**config.mk**
```make
export PLATFORM = sky130hd
export DESIGN_NAME = isfcr_top
export DESIGN_NICKNAME = d
export VERILOG_FILES = /design/src/rtl/isfcr_pkg.sv /design/src/rtl/isfcr_reg_if.sv /design/src/rtl/isfcr_reg_bank.sv /design/src/rtl/isfcr_top.sv
export VERILOG_INCLUDE_DIRS = /design/src /design/src/rtl
export SDC_FILE = /design/constraint.sdc
export NUM_CORES = 1
export LEC_CHECK = 0
export BUFFER_PORTS_ARGS = -buffer_cell sky130_fd_sc_hd__clkbuf_2
export CELL_PAD_IN_SITES_DETAIL_PLACEMENT = 1
export CELL_PAD_IN_SITES_GLOBAL_PLACEMENT = 2
export CORE_ASPECT_RATIO = 0.5
export CORE_MARGIN = 5
export CORE_UTILIZATION = 43
export CTS_BUF_LIST = sky130_fd_sc_hd__clkbuf_8 sky130_fd_sc_hd__clkbuf_16
export DETAILED_ROUTE_END_ITERATION = 12
export GPL_ROUTABILITY_DRIVEN = 0
export GPL_TIMING_DRIVEN = 0
export MAX_ROUTING_LAYER = met4
export PLACE_DENSITY_LB_ADDON = 0.1
export SLEW_MARGIN = 20
export SYNTH_ARGS = -nofsm -noshare
export SYNTH_HDL_FRONTEND = slang
export SYNTH_SLANG_ARGS = --single-unit
```
**constraint.sdc**
```tcl
create_clock -name clk -period 6.2 [get_ports clk]
set_input_delay 1.24 -clock clk [delete_from_list [all_inputs] [get_ports clk]]
set_output_delay 1.24 -clock clk [all_outputs]
set_load 0.01 [all_outputs]
```
**src/rtl/isfcr_consts.svh**
```systemverilog
// Operation
// - month BCD in factory date upper byte
// - day BCD in factory date lower byte
// - year four BCD digits, whole word
// - fixed product code word, read only
// - lot specific serial number, read only
// - three scratch words read back as written
// - 32-bit counter counts flash write cycles
// - counter low word at lower pair
// - counter high word at next pair
// - busy command stops data and serial
`ifndef ISFCR_CONSTS_SVH
`define ISFCR_CONSTS_SVH

// =====================================================
// register byte addresses (even byte of each pair, except the odd command high byte)
`define ISFCR_OFS_MONTH_DAY  7'h6E
`define ISFCR_OFS_YEAR       7'h70
`define ISFCR_OFS_PRODUCT    7'h72
`define ISFCR_OFS_SERIAL     7'h74
`define ISFCR_OFS_SCR_ONE    7'h76
`define ISFCR_OFS_SCR_TWO    7'h78
`define ISFCR_OFS_SCR_THREE  7'h7A
`define ISFCR_OFS_CNT_LOW    7'h7C
`define ISFCR_OFS_CNT_HIGH   7'h7E
`define ISFCR_OFS_CMD_LOW    7'h68
`define ISFCR_OFS_CMD_HIGH   7'h69

// =====================================================
// field positions and frame layout
`define ISFCR_CMD_FLASH_BIT  3
`define ISFCR_WR_BIT         15
`define ISFCR_FRAME_LAST     5'h0F
`define ISFCR_SLOT_SCR_BASE  4
`define ISFCR_SLOT_NONE      4'hF

// =====================================================
// reset values and identity
`define ISFCR_WORD_RST       16'h0000
`define ISFCR_BYTE_RST       8'h00
`define ISFCR_CNT_RST        32'h0000_0000
`define ISFCR_CNT_STEP       32'h0000_0001
`define ISFCR_PRODUCT_CODE   16'h5A5A

// =====================================================
// timing
`define ISFCR_CLK_MHZ        40
`define ISFCR_UPDATE_TIME_US 1000

`endif

```
**src/rtl/isfcr_pkg.sv**
```systemverilog
// =====================================================
// shared types
package isfcr_pkg;
    typedef logic [15:0] isfcr_word_t;   // one register word
    typedef logic [6:0]  isfcr_addr_t;   // byte address
    typedef enum logic [1:0] {
        ISFCR_ST_IDLE = 2'b01,           // serial port live
        ISFCR_ST_BUSY = 2'b10            // global command running
    } isfcr_cmd_state_e;
endpackage

```
**src/rtl/isfcr_reg_if.sv**
```systemverilog
`timescale 1ns/10ps
`default_nettype none
// =====================================================
// frame engine to register bank link
interface isfcr_reg_if;
    logic                 wrEn;     // byte write strobe
    isfcr_pkg::isfcr_addr_t wrAddr; // byte address written
    logic [7:0]           wrData;   // byte written
    isfcr_pkg::isfcr_addr_t rdAddr; // byte address read
    isfcr_pkg::isfcr_word_t rdData; // word at rdAddr pair
    logic                 flashInc; // one flash write cycle
    modport master (output wrEn, wrAddr, wrData, rdAddr, flashInc,
                    input rdData);
    modport slave  (input wrEn, wrAddr, wrData, rdAddr, flashInc,
                    output rdData);
endinterface
`default_nettype wire

```
**src/rtl/isfcr_reg_bank.sv**
```systemverilog
`include "isfcr_consts.svh"
`timescale 1ns/10ps
`default_nettype none
// =====================================================
// identity, scratch and flash counter words
module isfcr_reg_bank #(
    parameter logic [15:0] PRODUCT_CODE = `ISFCR_PRODUCT_CODE // arbitrary
) (
    input  wire logic       clk,
    input  wire logic       rst_n,
    isfcr_reg_if.slave      bus,
    input  wire logic [7:0] factoryMonth,
    input  wire logic [7:0] factoryDay,
    input  wire logic [15:0] factoryYear,
    input  wire logic [15:0] unitSerial
);
    // =================================================
    // address pair to slot decode, used for write and read
    function automatic logic [3:0] regSlot(input logic [6:0] a);
        logic [6:0] even;
        even = {a[6:1], 1'b0};
        case (even)
            `ISFCR_OFS_MONTH_DAY: regSlot = 4'h0;
            `ISFCR_OFS_YEAR:      regSlot = 4'h1;
            `ISFCR_OFS_PRODUCT:   regSlot = 4'h2;
            `ISFCR_OFS_SERIAL:    regSlot = 4'h3;
            `ISFCR_OFS_SCR_ONE:   regSlot = 4'h4;
            `ISFCR_OFS_SCR_TWO:   regSlot = 4'h5;
            `ISFCR_OFS_SCR_THREE: regSlot = 4'h6;
            `ISFCR_OFS_CNT_LOW:   regSlot = 4'h7;
            `ISFCR_OFS_CNT_HIGH:  regSlot = 4'h8;
            default:              regSlot = `ISFCR_SLOT_NONE;
        endcase
    endfunction

    wire logic [3:0]  wrSlot = regSlot(bus.wrAddr); // slot being written
    wire logic [3:0]  rdSlot = regSlot(bus.rdAddr); // slot being read
    logic      [15:0] scratch_ff [3];               // user words
    logic      [31:0] flashCnt_ff;                  // write cycles

    // =================================================
    // scratch words, byte writable; even byte is low
    // read-only slots have no write path at all
    for (genvar g = 0; g < 3; g++) begin : gScratch
        localparam logic [3:0] SLOT = 4'(g + `ISFCR_SLOT_SCR_BASE);
        wire logic hit = bus.wrEn && (wrSlot == SLOT);
        // volatile until a flash update is issued by host
        always_ff @(posedge clk or negedge rst_n) begin
            if (!rst_n) begin
                scratch_ff[g] <= `ISFCR_WORD_RST;
            end else if (hit && bus.wrAddr[0]) begin
                scratch_ff[g][15:8] <= bus.wrData;
            end else if (hit) begin
                scratch_ff[g][7:0] <= bus.wrData;
            end
        end
    end

    // =================================================
    // flash write counter, wraps silently at 2^32
    always_ff @(posedge clk or negedge rst_n) begin
        if (!rst_n) begin
            flashCnt_ff <= `ISFCR_CNT_RST;
        end else if (bus.flashInc) begin
            flashCnt_ff <= flashCnt_ff + `ISFCR_CNT_STEP;
        end
    end

    // =================================================
    // read selection; unmapped pairs read as zero
    assign bus.rdData =
        (rdSlot == 4'h0) ? {factoryMonth, factoryDay} :
        (rdSlot == 4'h1) ? factoryYear :
        (rdSlot == 4'h2) ? PRODUCT_CODE :
        (rdSlot == 4'h3) ? unitSerial :
        (rdSlot == 4'h4) ? scratch_ff[0] :
        (rdSlot == 4'h5) ? scratch_ff[1] :
        (rdSlot == 4'h6) ? scratch_ff[2] :
        (rdSlot == 4'h7) ? flashCnt_ff[15:0] :
        (rdSlot == 4'h8) ? flashCnt_ff[31:16] :
        `ISFCR_WORD_RST;
endmodule
`default_nettype wire

```
**src/rtl/isfcr_top.sv**
```systemverilog
`include "isfcr_consts.svh"
`timescale 1ns/10ps
`default_nettype none
// =====================================================
// serial frame engine, global command and bank wrapper
module isfcr_top #(
    parameter int unsigned UPDATE_TIME_US = `ISFCR_UPDATE_TIME_US,
    parameter logic [31:0] UPDATE_CYCLES  =
        32'(UPDATE_TIME_US * `ISFCR_CLK_MHZ)
) (
    input  wire logic        clk,
    input  wire logic        rst_n,
    input  wire logic        sclk,
    input  wire logic        csN,
    input  wire logic        din,
    output var  logic        dout,
    input  wire logic        sampleReadyIn,
    output var  logic        sample_ready_out,
    output var  logic        cmdBusy,
    input  wire logic [7:0]  factoryMonth,
    input  wire logic [7:0]  factoryDay,
    input  wire logic [15:0] factoryYear,
    input  wire logic [15:0] unitSerial
);
    // =================================================
    // state
    isfcr_reg_if bus ();

    logic                      sclkPrev_ff;   // last sclk level
    logic                      csPrev_ff;     // last chip select level
    logic [4:0]                bitCnt_ff;     // bits taken this frame
    logic [15:0]               rxShift_ff;    // incoming frame
    logic [15:0]               txShift_ff;    // outgoing frame
    logic [15:0]               rdHold_ff;     // word for next frame
    logic [7:0]                cmdLow_ff;     // low command byte
    logic [31:0]               busyCnt_ff;    // cycles left in command
    logic                      dout_ff;       // serial output bit
    logic                      readyOut_ff;   // gated data ready
    logic                      cmdBusy_ff;    // command running flag
    isfcr_pkg::isfcr_cmd_state_e state_ff;    // command machine
    isfcr_pkg::isfcr_cmd_state_e nxt_state;   // next machine state

    // =================================================
    // frame decode; pins are synchronous so no synchroniser
    wire logic idle       = (state_ff == isfcr_pkg::ISFCR_ST_IDLE);
    wire logic sclkRise   = sclk && !sclkPrev_ff && !csN;
    wire logic sclkFall   = !sclk && sclkPrev_ff && !csN;
    wire logic frameStart = !csN && csPrev_ff;
    // serial port dead while a command runs
    wire logic takeBit    = sclkRise && idle;
    wire logic frameDone  = takeBit && (bitCnt_ff == `ISFCR_FRAME_LAST);
    wire logic [15:0] rxWord    = {rxShift_ff[14:0], din};
    wire logic        isWrite   = rxWord[`ISFCR_WR_BIT];
    wire logic [6:0]  frameAddr = rxWord[14:8];
    wire logic [7:0]  frameData = rxWord[7:0];
    wire logic wrFrame  = frameDone && isWrite;
    wire logic rdFrame  = frameDone && !isWrite;
    wire logic cmdLoHit = wrFrame && (frameAddr == `ISFCR_OFS_CMD_LOW);
    wire logic cmdHiHit = wrFrame && (frameAddr == `ISFCR_OFS_CMD_HIGH);
    // command fires on the high byte, using the stored low byte
    wire logic startUpdate =
        cmdHiHit && cmdLow_ff[`ISFCR_CMD_FLASH_BIT];
    wire logic busyDone = (busyCnt_ff == `ISFCR_CNT_RST);

    // =================================================
    // bank link
    assign bus.wrEn     = wrFrame;
    assign bus.wrAddr   = frameAddr;
    assign bus.wrData   = frameData;
    assign bus.rdAddr   = frameAddr;
    assign bus.flashInc = startUpdate; // one count per backup

    // =================================================
    // edge history
    always_ff @(posedge clk or negedge rst_n) begin
        if (!rst_n) begin
            sclkPrev_ff <= 1'b1;
            csPrev_ff   <= 1'b1;
        end else begin
            sclkPrev_ff <= sclk;
            csPrev_ff   <= csN;
        end
    end

    // =================================================
    // bit counter, cleared between frames
    always_ff @(posedge clk or negedge rst_n) begin
        if (!rst_n) begin
            bitCnt_ff <= 5'h00;
        end else if (csN || frameDone) begin
            bitCnt_ff <= 5'h00;
        end else if (takeBit) begin
            bitCnt_ff <= bitCnt_ff + 5'h01;
        end
    end

    // =================================================
    // receive shifter, msb first on rising sclk
    always_ff @(posedge clk or negedge rst_n) begin
        if (!rst_n) begin
            rxShift_ff <= `ISFCR_WORD_RST;
        end else if (takeBit) begin
            rxShift_ff <= rxWord;
        end
    end

    // =================================================
    // read answer held for the following frame
    always_ff @(posedge clk or negedge rst_n) begin
        if (!rst_n) begin
            rdHold_ff <= `ISFCR_WORD_RST;
        end else if (rdFrame) begin
            rdHold_ff <= bus.rdData;
        end
    end

    // =================================================
    // transmit shifter; bit launched on falling sclk
    // a frame opened during a command shifts out nothing
    always_ff @(posedge clk or negedge rst_n) begin
        if (!rst_n) begin
            txShift_ff <= `ISFCR_WORD_RST;
            dout_ff    <= 1'b0;
        end else if (csN) begin
            dout_ff    <= 1'b0;
        end else if (frameStart) begin
            txShift_ff <= idle ? rdHold_ff : `ISFCR_WORD_RST;
        end else if (sclkFall && idle) begin
            dout_ff    <= txShift_ff[15];
            txShift_ff <= {txShift_ff[14:0], 1'b0};
        end
    end

    // =================================================
    // low command byte waits for its high companion
    always_ff @(posedge clk or negedge rst_n) begin
        if (!rst_n) begin
            cmdLow_ff <= `ISFCR_BYTE_RST;
        end else if (cmdHiHit) begin
            cmdLow_ff <= `ISFCR_BYTE_RST;
        end else if (cmdLoHit) begin
            cmdLow_ff <= frameData;
        end
    end

    // =================================================
    // command machine next state
    always_comb begin
        nxt_state = state_ff;
        case (state_ff)
            isfcr_pkg::ISFCR_ST_IDLE: begin
                if (startUpdate) begin
                    nxt_state = isfcr_pkg::ISFCR_ST_BUSY;
                end
            end
            isfcr_pkg::ISFCR_ST_BUSY: begin
                if (busyDone) begin
                    nxt_state = isfcr_pkg::ISFCR_ST_IDLE;
                end
            end
            default: begin
                nxt_state = isfcr_pkg::ISFCR_ST_IDLE;
            end
        endcase
    end

    // =================================================
    // command machine and busy timer
    always_ff @(posedge clk or negedge rst_n) begin
        if (!rst_n) begin
            state_ff   <= isfcr_pkg::ISFCR_ST_IDLE;
            busyCnt_ff <= `ISFCR_CNT_RST;
            cmdBusy_ff <= 1'b0;
        end else begin
            state_ff   <= nxt_state;
            cmdBusy_ff <= (nxt_state == isfcr_pkg::ISFCR_ST_BUSY);
            if (startUpdate) begin
                busyCnt_ff <= UPDATE_CYCLES - `ISFCR_CNT_STEP;
            end else if (!busyDone) begin
                busyCnt_ff <= busyCnt_ff - `ISFCR_CNT_STEP;
            end
        end
    end

    // =================================================
    // data ready passes only while no command runs
    // costs one cycle of latency but keeps the pin glitch free
    always_ff @(posedge clk or negedge rst_n) begin
        if (!rst_n) begin
            readyOut_ff <= 1'b0;
        end else begin
            readyOut_ff <= sampleReadyIn && idle && !startUpdate;
        end
    end

    assign dout             = dout_ff;
    assign sample_ready_out = readyOut_ff;
    assign cmdBusy          = cmdBusy_ff;

    // =================================================
    // register bank
    isfcr_reg_bank u_bank (
        .clk          (clk),
        .rst_n        (rst_n),
        .bus          (bus.slave),
        .factoryMonth (factoryMonth),
        .factoryDay   (factoryDay),
        .factoryYear  (factoryYear),
        .unitSerial   (unitSerial)
    );
endmodule
`default_nettype wire

```
# Yosys cells after proc, flatten, opt, wreduce, memory -nomap -nowiden
# Index checks and enable logic that the tools add are counted.
[word_totals]
out_inout_bits = 3
in_bits = 54
reg_bits = 175
[op_classes]
n_eq_ne = 25
n_bitwise = 4
n_mux = 25
add_sub_neg = 3
n_reduce_logical = 38
[ops]
columns = ["cell", "count"]
rows = [
  ["$mux W16", 12],
  ["$mux W32", 2],
  ["$eq A6 B6 Y1 const B", 9],
  ["$pmux W4 S9", 1],
  ["$add A32 B1 Y32 const B", 1],
  ["$logic_not A32 Y1", 1],
  ["$sub A32 B1 Y32 const B", 1],
  ["$logic_and A1 B1 Y1", 21],
  ["$eq A4 B3 Y1 const B", 4],
  ["$eq A7 B7 Y1 const B", 2],
  ["$mux W5", 2],
  ["$reduce_and A2 Y1", 5],
  ["$eq A4 B2 Y1 const B", 2],
  ["$mux W4", 2],
  ["$reduce_bool A2 Y1", 4],
  ["$add A5 B1 Y5 const B", 1],
  ["$eq A5 B4 Y1 const B", 1],
  ["$logic_not A1 Y1", 5],
  ["$eq A2 B2 Y1 const B", 2],
  ["$eq A4 B1 Y1 const B", 1],
  ["$eq A4 B4 Y1 const B", 1],
  ["$logic_not A4 Y1", 1],
  ["$mux W2", 2],
  ["$ne A2 B2 Y1 const B", 2],
  ["other kinds (5)", 10],
]

# Logic depth before layout (Yosys ltp)
[depth]
depth_word = 12
depth_mapped = 9

# Cells and area by module
# From an unflattened synthesis, not the netlist that was laid out.
[hier_totals]
cells_unflattened = 824
area_unflattened_um2 = 8877.3
[by_module_without_submodules]
columns = ["mod", "seq_area_each_um2", "n_inst", "cells_per_inst", "area_each_um2"]
rows = [
  ["isfcr_reg_bank", 2001.9, 1, 389, 4485.6],
  ["isfcr_top", 2306.0, 1, 435, 4391.7],
]

# Least setup slack after synthesis
# OpenSTA, ideal clock, no wires.
[synth_path]
path_type = "input to register"
startpoint = "input port csN"
endpoint = "register u_bank.scratch_ff[0] in the netlist's numbering"
setup_ns = 0.125
path_slack_ns = 3.179
arrival_ns = 2.897
required_time_ns = 6.075
cell_stages = 5
path_cell_list = "clkbuf_1 > and4bb_2 > nand4_1 > nor4b_2 > mux2_2"
[synth_via]
elab_chain_len = 9
[synth_rtl]
columns = ["element", "line", "rtl"]
rows = [
  ["start: declaration", "isfcr_top.sv:14", "input wire logic csN,"],
  ["$logic_not A1 Y1 *", "isfcr_top.sv:46", "wire logic sclkRise = sclk && !sclkPrev_ff && !csN;"],
  ["$logic_and A1 B1 Y1 *", "isfcr_top.sv:46", ""],
  ["$logic_and A1 B1 Y1 *", "isfcr_top.sv:50", "wire logic takeBit = sclkRise && idle;"],
  ["$logic_and A1 B1 Y1 *", "isfcr_top.sv:51", "wire logic frameDone = takeBit && (bitCnt_ff == `ISFCR_FRAME_LAST);"],
  ["$logic_and A1 B1 Y1 *", "isfcr_top.sv:56", "wire logic wrFrame = frameDone && isWrite;"],
  ["$logic_and A1 B1 Y1 *", "isfcr_reg_bank.sv:46", "wire logic hit = bus.wrEn && (wrSlot == SLOT);"],
  ["$logic_and A1 B1 Y1", "isfcr_reg_bank.sv:51", "end else if (hit && bus.wrAddr[0]) begin"],
  ["$not A1 Y1 (no line)", "-", ""],
  ["$reduce_and A2 Y1 (no line) *", "-", ""],
  ["end signal: indexed assignment", "isfcr_reg_bank.sv:50", "scratch_ff[g] <= `ISFCR_WORD_RST;"],
  ["end signal: indexed assignment", "isfcr_reg_bank.sv:52", "scratch_ff[g][15:8] <= bus.wrData;"],
  ["end signal: indexed assignment", "isfcr_reg_bank.sv:54", "scratch_ff[g][7:0] <= bus.wrData;"],
  ["end: declaration", "isfcr_reg_bank.sv:38", "logic [15:0] scratch_ff [3];"],
]
# Mark *: on every way between the ends. The rest lies on a longest branch, timed or not.
# A chain may end at the register's enable or synchronous reset.

# Worst setup path in the final report
[layout_path]
startpoint = "register state_ff[0]"
endpoint = "register u_bank.flashCnt_ff[31]"
[layout_via]
elab_chain_len = 6
[layout_rtl]
columns = ["element", "line", "rtl"]
rows = [
  ["start: declaration", "isfcr_top.sv:40", "isfcr_pkg::isfcr_cmd_state_e state_ff;"],
  ["start signal: assignment", "isfcr_top.sv:171", "state_ff <= isfcr_pkg::ISFCR_ST_IDLE;"],
  ["start signal: assignment", "isfcr_top.sv:175", "state_ff <= nxt_state;"],
  ["$eq A2 B1 Y1", "isfcr_top.sv:45", "wire logic idle = (state_ff == isfcr_pkg::ISFCR_ST_IDLE);"],
  ["$logic_and A1 B1 Y1", "isfcr_top.sv:50", ""],
  ["$logic_and A1 B1 Y1", "isfcr_top.sv:51", ""],
  ["$logic_and A1 B1 Y1", "isfcr_top.sv:56", ""],
  ["$logic_and A1 B1 Y1", "isfcr_top.sv:59", "wire logic cmdHiHit = wrFrame && (frameAddr == `ISFCR_OFS_CMD_HIGH);"],
  ["$logic_and A1 B1 Y1", "isfcr_top.sv:62", "cmdHiHit && cmdLow_ff[`ISFCR_CMD_FLASH_BIT];"],
  ["end signal: assignment", "isfcr_reg_bank.sv:63", "flashCnt_ff <= `ISFCR_CNT_RST;"],
  ["end signal: assignment", "isfcr_reg_bank.sv:65", "flashCnt_ff <= flashCnt_ff + `ISFCR_CNT_STEP;"],
  ["end: declaration", "isfcr_reg_bank.sv:39", "logic [31:0] flashCnt_ff;"],
]
# No other way between the ends.

==> qor.log <==
INFO  logic_synthesis asyncSetResetFlopFracSynth=1.000
INFO  global_routing grt_util_all_layers=0.2377
INFO  clock_network  post-cts-setup-buffers=0
INFO  clock_network  number_of_buffers_inserted_during_clock_tree_synthesis=17
INFO  setup_path     crit_path_start_kind=flip-flop
INFO  clock_network  clockBufferDepth=2
INFO  logic_synthesis yosys.cell_count.top_type=sky130_fd_sc_hd__dfrtp_1
INFO  floorplan      initial_utilization=0.4442
INFO  floorplan      io_pins=57
INFO  finish         final_net_count=1007
INFO  clock_network  cts_tree=yes
INFO  global_routing global_route.overflow_total=0
INFO  sta            final-max-slew-violation-count=0
INFO  run            max-cap-violations=0
INFO  drt            routedWlPerCell=21.41um
INFO  finish         layout-drive-gt1-share=0.1979
INFO  logic_synthesis number_of_enable_type_register_cells_in_the_synthesized_netlist=0
INFO  sta            worstMarginPinSlew=1.136ns
INFO  global_routing grt_start_max_net_pins=80
INFO  clock_network  numClockSinks=172
INFO  sta            setup_repair_after_global_routing_missed_its_margin=false
INFO  power          report.power.total=0.002390W
INFO  logic_synthesis dominantRegCellSynth=sky130_fd_sc_hd__dfrtp_1
INFO  clock_network  clockRootBuffer=sky130_fd_sc_hd__clkbuf_16
INFO  logic_synthesis synth_area_leaders=sky130_fd_sc_hd__dfrtp_1 (48%), sky130_fd_sc_hd__mux2_2 (8.5%), sky130_fd_sc_hd__nand2_1 (5.0%), sky130_fd_sc_hd__a21oi_1 (3.6%), sky130_fd_sc_hd__o21ai_0 (2.6%)
INFO  drt            vias_per_cell=5.780
INFO  power          p_leak=4.310nW
INFO  sta            finalCriticalPeriod=3.476ns
INFO  finish         area_delta_synth_final=15.14%
INFO  global_routing first_global_vias=7522
INFO  drt            detail-route-antenna-nets=0
INFO  placed_design  detailed_place_hpwl=18820um
INFO  status         status=complete, no violations
INFO  setup_path     arrival=3.84ns
INFO  clock_network  clock_tree.htree_level_count=4
INFO  global_routing antenna_found_initial=0
INFO  sta            fin_worst_skew=0.008781ns
INFO  clock_network  hold_buffers=0
INFO  sta            max_freq=287.7MHz
INFO  setup_path     endpoint_kind=flip-flop
INFO  sta            hold_ws=0.5050ns
INFO  clock_network  clkSlewWorstSetupHoldPaths=0.07ns
INFO  logic_synthesis post-synth-top-area-cell=sky130_fd_sc_hd__dfrtp_1
INFO  placed_design  port_buffers=56
INFO  setup_path     worstSetupPathType=reg2reg
INFO  finish         final_core_util=0.5115
INFO  hold_path      holdCritPathClass=reg2reg
INFO  logic_synthesis synth.yosys.seq_area_share=0.4905
INFO  sta            summed_negative_setup_slack_over_all_endpoints=0ns
INFO  setup_path     timing.critical_path.fanout_max=8
INFO  drt            first_iteration_detailed_routing_drc_count=444
INFO  logic_synthesis post_synthesis_sequential_element_count=172
INFO  logic_synthesis yosysWarnings=0
INFO  drt            post_route_drc_violation_count=0
INFO  floorplan      die_y=111.1um
INFO  logic_synthesis synth.avg_cell_area=10.10um^2
INFO  floorplan      design.die.area=23560um^2
INFO  drt            route.vias.total=7092
INFO  clock_network  clock_insertion_delay_worst_skew=0.45ns
INFO  sta            period_share=0.5606
INFO  setup_path     cp.required=6.57ns
INFO  logic_synthesis number_of_different_library_cells_in_the_post_synthesis_netlist=67
INFO  sta            setup_violations=0
INFO  logic_synthesis post-synth-top-area-fraction=0.4815
INFO  clock_network  cts-resized-gates=0
INFO  floorplan      row_cnt=36
INFO  logic_synthesis synth_cells=870
INFO  sta            slew-limit-headroom=0.2361
INFO  drt            wl=26270um
INFO  logic_synthesis mappedNetlistArea=8783um^2
INFO  logic_synthesis synth.top_cells.by_count=sky130_fd_sc_hd__dfrtp_1 (169), sky130_fd_sc_hd__nand2_1 (116), sky130_fd_sc_hd__mux2_2 (66), sky130_fd_sc_hd__a21oi_1 (63), sky130_fd_sc_hd__nor2_1 (59)
INFO  power          worst_ir_drop_vdd=0.1647mV
INFO  floorplan      chipWidth=212.1um
INFO  global_routing grt_pass1_wl=42190um
INFO  logic_synthesis synth_fp_nets=930
INFO  drt            drt_pre_antenna_iters=5
INFO  floorplan      core_area=19770um^2
INFO  sta            finalHoldViolations=0
INFO  power          cellPowerDensity=236.3nW/um^2
==> metrics by stage <==
stage	std cells	worst slack, ns	instance area [um^2]
after floorplan	870	3.179	8783
after global placement	1192	0.5677	9397
after detailed placement	1194	2.429	9460
after CTS	1226	2.729	10100
after global routing	1226	2.502	10110
final	1227	2.724	10110
==> report_power, final <==
part / switching, W / total, W / internal, W
clock network: 0.000493 / 0.00118 / 0.000683
registers: 0.00000676 / 0.00114 / 0.00113
logic: 0.0000456 / 0.0000727 / 0.0000272
total: 0.000545 / 0.00239 / 0.00184
==> critical path: stages (launching register included) <==
cell and delay, ns:
sky130_fd_sc_hd__dfstp_2 0.57, sky130_fd_sc_hd__ha_1 0.48, sky130_fd_sc_hd__nand4bb_1 0.18, sky130_fd_sc_hd__clkbuf_1 0.24, sky130_fd_sc_hd__nor4_2 0.75, sky130_fd_sc_hd__nand4_1 0.53, sky130_fd_sc_hd__nor4_1 0.46, sky130_fd_sc_hd__xor2_1 0.19
==> path summary, 6_finish.rpt <==
path	startpoint	endpoint	slack (ns)	cells after the start
max reg2reg	state_ff[0]	u_bank.flashCnt_ff[31]	2.72	7
max	state_ff[0]	u_bank.flashCnt_ff[31]	2.72	7
max in group asynchronous	rst_n	busyCnt_ff[8]	4.47	3
min	u_bank.flashCnt_ff[26]	u_bank.flashCnt_ff[26]	0.50	1
min reg2reg	u_bank.flashCnt_ff[26]	u_bank.flashCnt_ff[26]	0.50	1
min in group asynchronous	rst_n	rdHold_ff[13]	0.70	1
==> per-layer routing <==
metal | vias to the layer above | track usage | part of all wire
met4 | 0 | 0.05660 | 0.013
met2 | 130 | 0.3726 | 0.47
met5 | - | - | 0
met1 | 3646 | 0.3202 | 0.47
li1 | 3291 | - | -
met3 | 25 | 0.04863 | 0.044
==> logic make-up after synthesis <==
kind of cell | synth area share
and+or+nand+nor | 0.1895
AOI/OAI and AO/OA | 0.1234
DFF | 0.4905
muxes | 0.1137
buffers and inverters | 0.02963
xor gates and xnor gates | 0.04487
adders and majority gates | 0.008547
==> flip-flops by register name (all words and copies together), names as in the netlist, 2 cells and up <==
register,count
state_ff,2
busyCnt_ff,32
bitCnt_ff,5
txShift_ff,16
u_bank.scratch_ff,48
u_bank.flashCnt_ff,32
rxShift_ff,15
rdHold_ff,16
==> layout by cell type (no fill, tap or decap), types with 6 or more instances in the layout <==
cell	n
sky130_fd_sc_hd__a21oi_1	63
sky130_fd_sc_hd__clkbuf_16	17
sky130_fd_sc_hd__mux2i_1	12
sky130_fd_sc_hd__buf_1	6
sky130_fd_sc_hd__nor2_1	59
sky130_fd_sc_hd__mux2_2	66
sky130_fd_sc_hd__xor2_1	20
sky130_fd_sc_hd__o22ai_1	16
sky130_fd_sc_hd__nand2b_1	8
sky130_fd_sc_hd__a21o_1	6
sky130_fd_sc_hd__and3_1	9
sky130_fd_sc_hd__or3_1	11
sky130_fd_sc_hd__o211ai_1	9
sky130_fd_sc_hd__nand2_1	116
sky130_fd_sc_hd__mux4_2	6
sky130_fd_sc_hd__o21ai_0	45
sky130_fd_sc_hd__clkbuf_1	41
sky130_fd_sc_hd__nor3_1	14
sky130_fd_sc_hd__clkbuf_2	55
sky130_fd_sc_hd__nor4_1	9
sky130_fd_sc_hd__nand4_1	16
sky130_fd_sc_hd__or4_1	11
sky130_fd_sc_hd__nand3_1	23
sky130_fd_sc_hd__ha_1	6
sky130_fd_sc_hd__a31oi_1	13
sky130_fd_sc_hd__dfrtp_1	169
sky130_fd_sc_hd__xnor2_1	25
sky130_fd_sc_hd__inv_1	14
sky130_fd_sc_hd__o31ai_1	8
==> final cells by class <==
type / instances / area, um^2
Antenna cell: 1 / 2.502
Buffer: 50 / 207.7
Clock buffer: 17 / 425.4
Clock inverter: 15 / 211.5
Fill cell: 2203 / 9661
Inverter: 14 / 52.55
Multi-Input combinational cell: 634 / 4229
Sequential cell: 172 / 4308
Tap cell: 266 / 332.8
Timing Repair Buffer: 58 / 344.1
No activity file was read; power rests on OpenSTA's default activity.
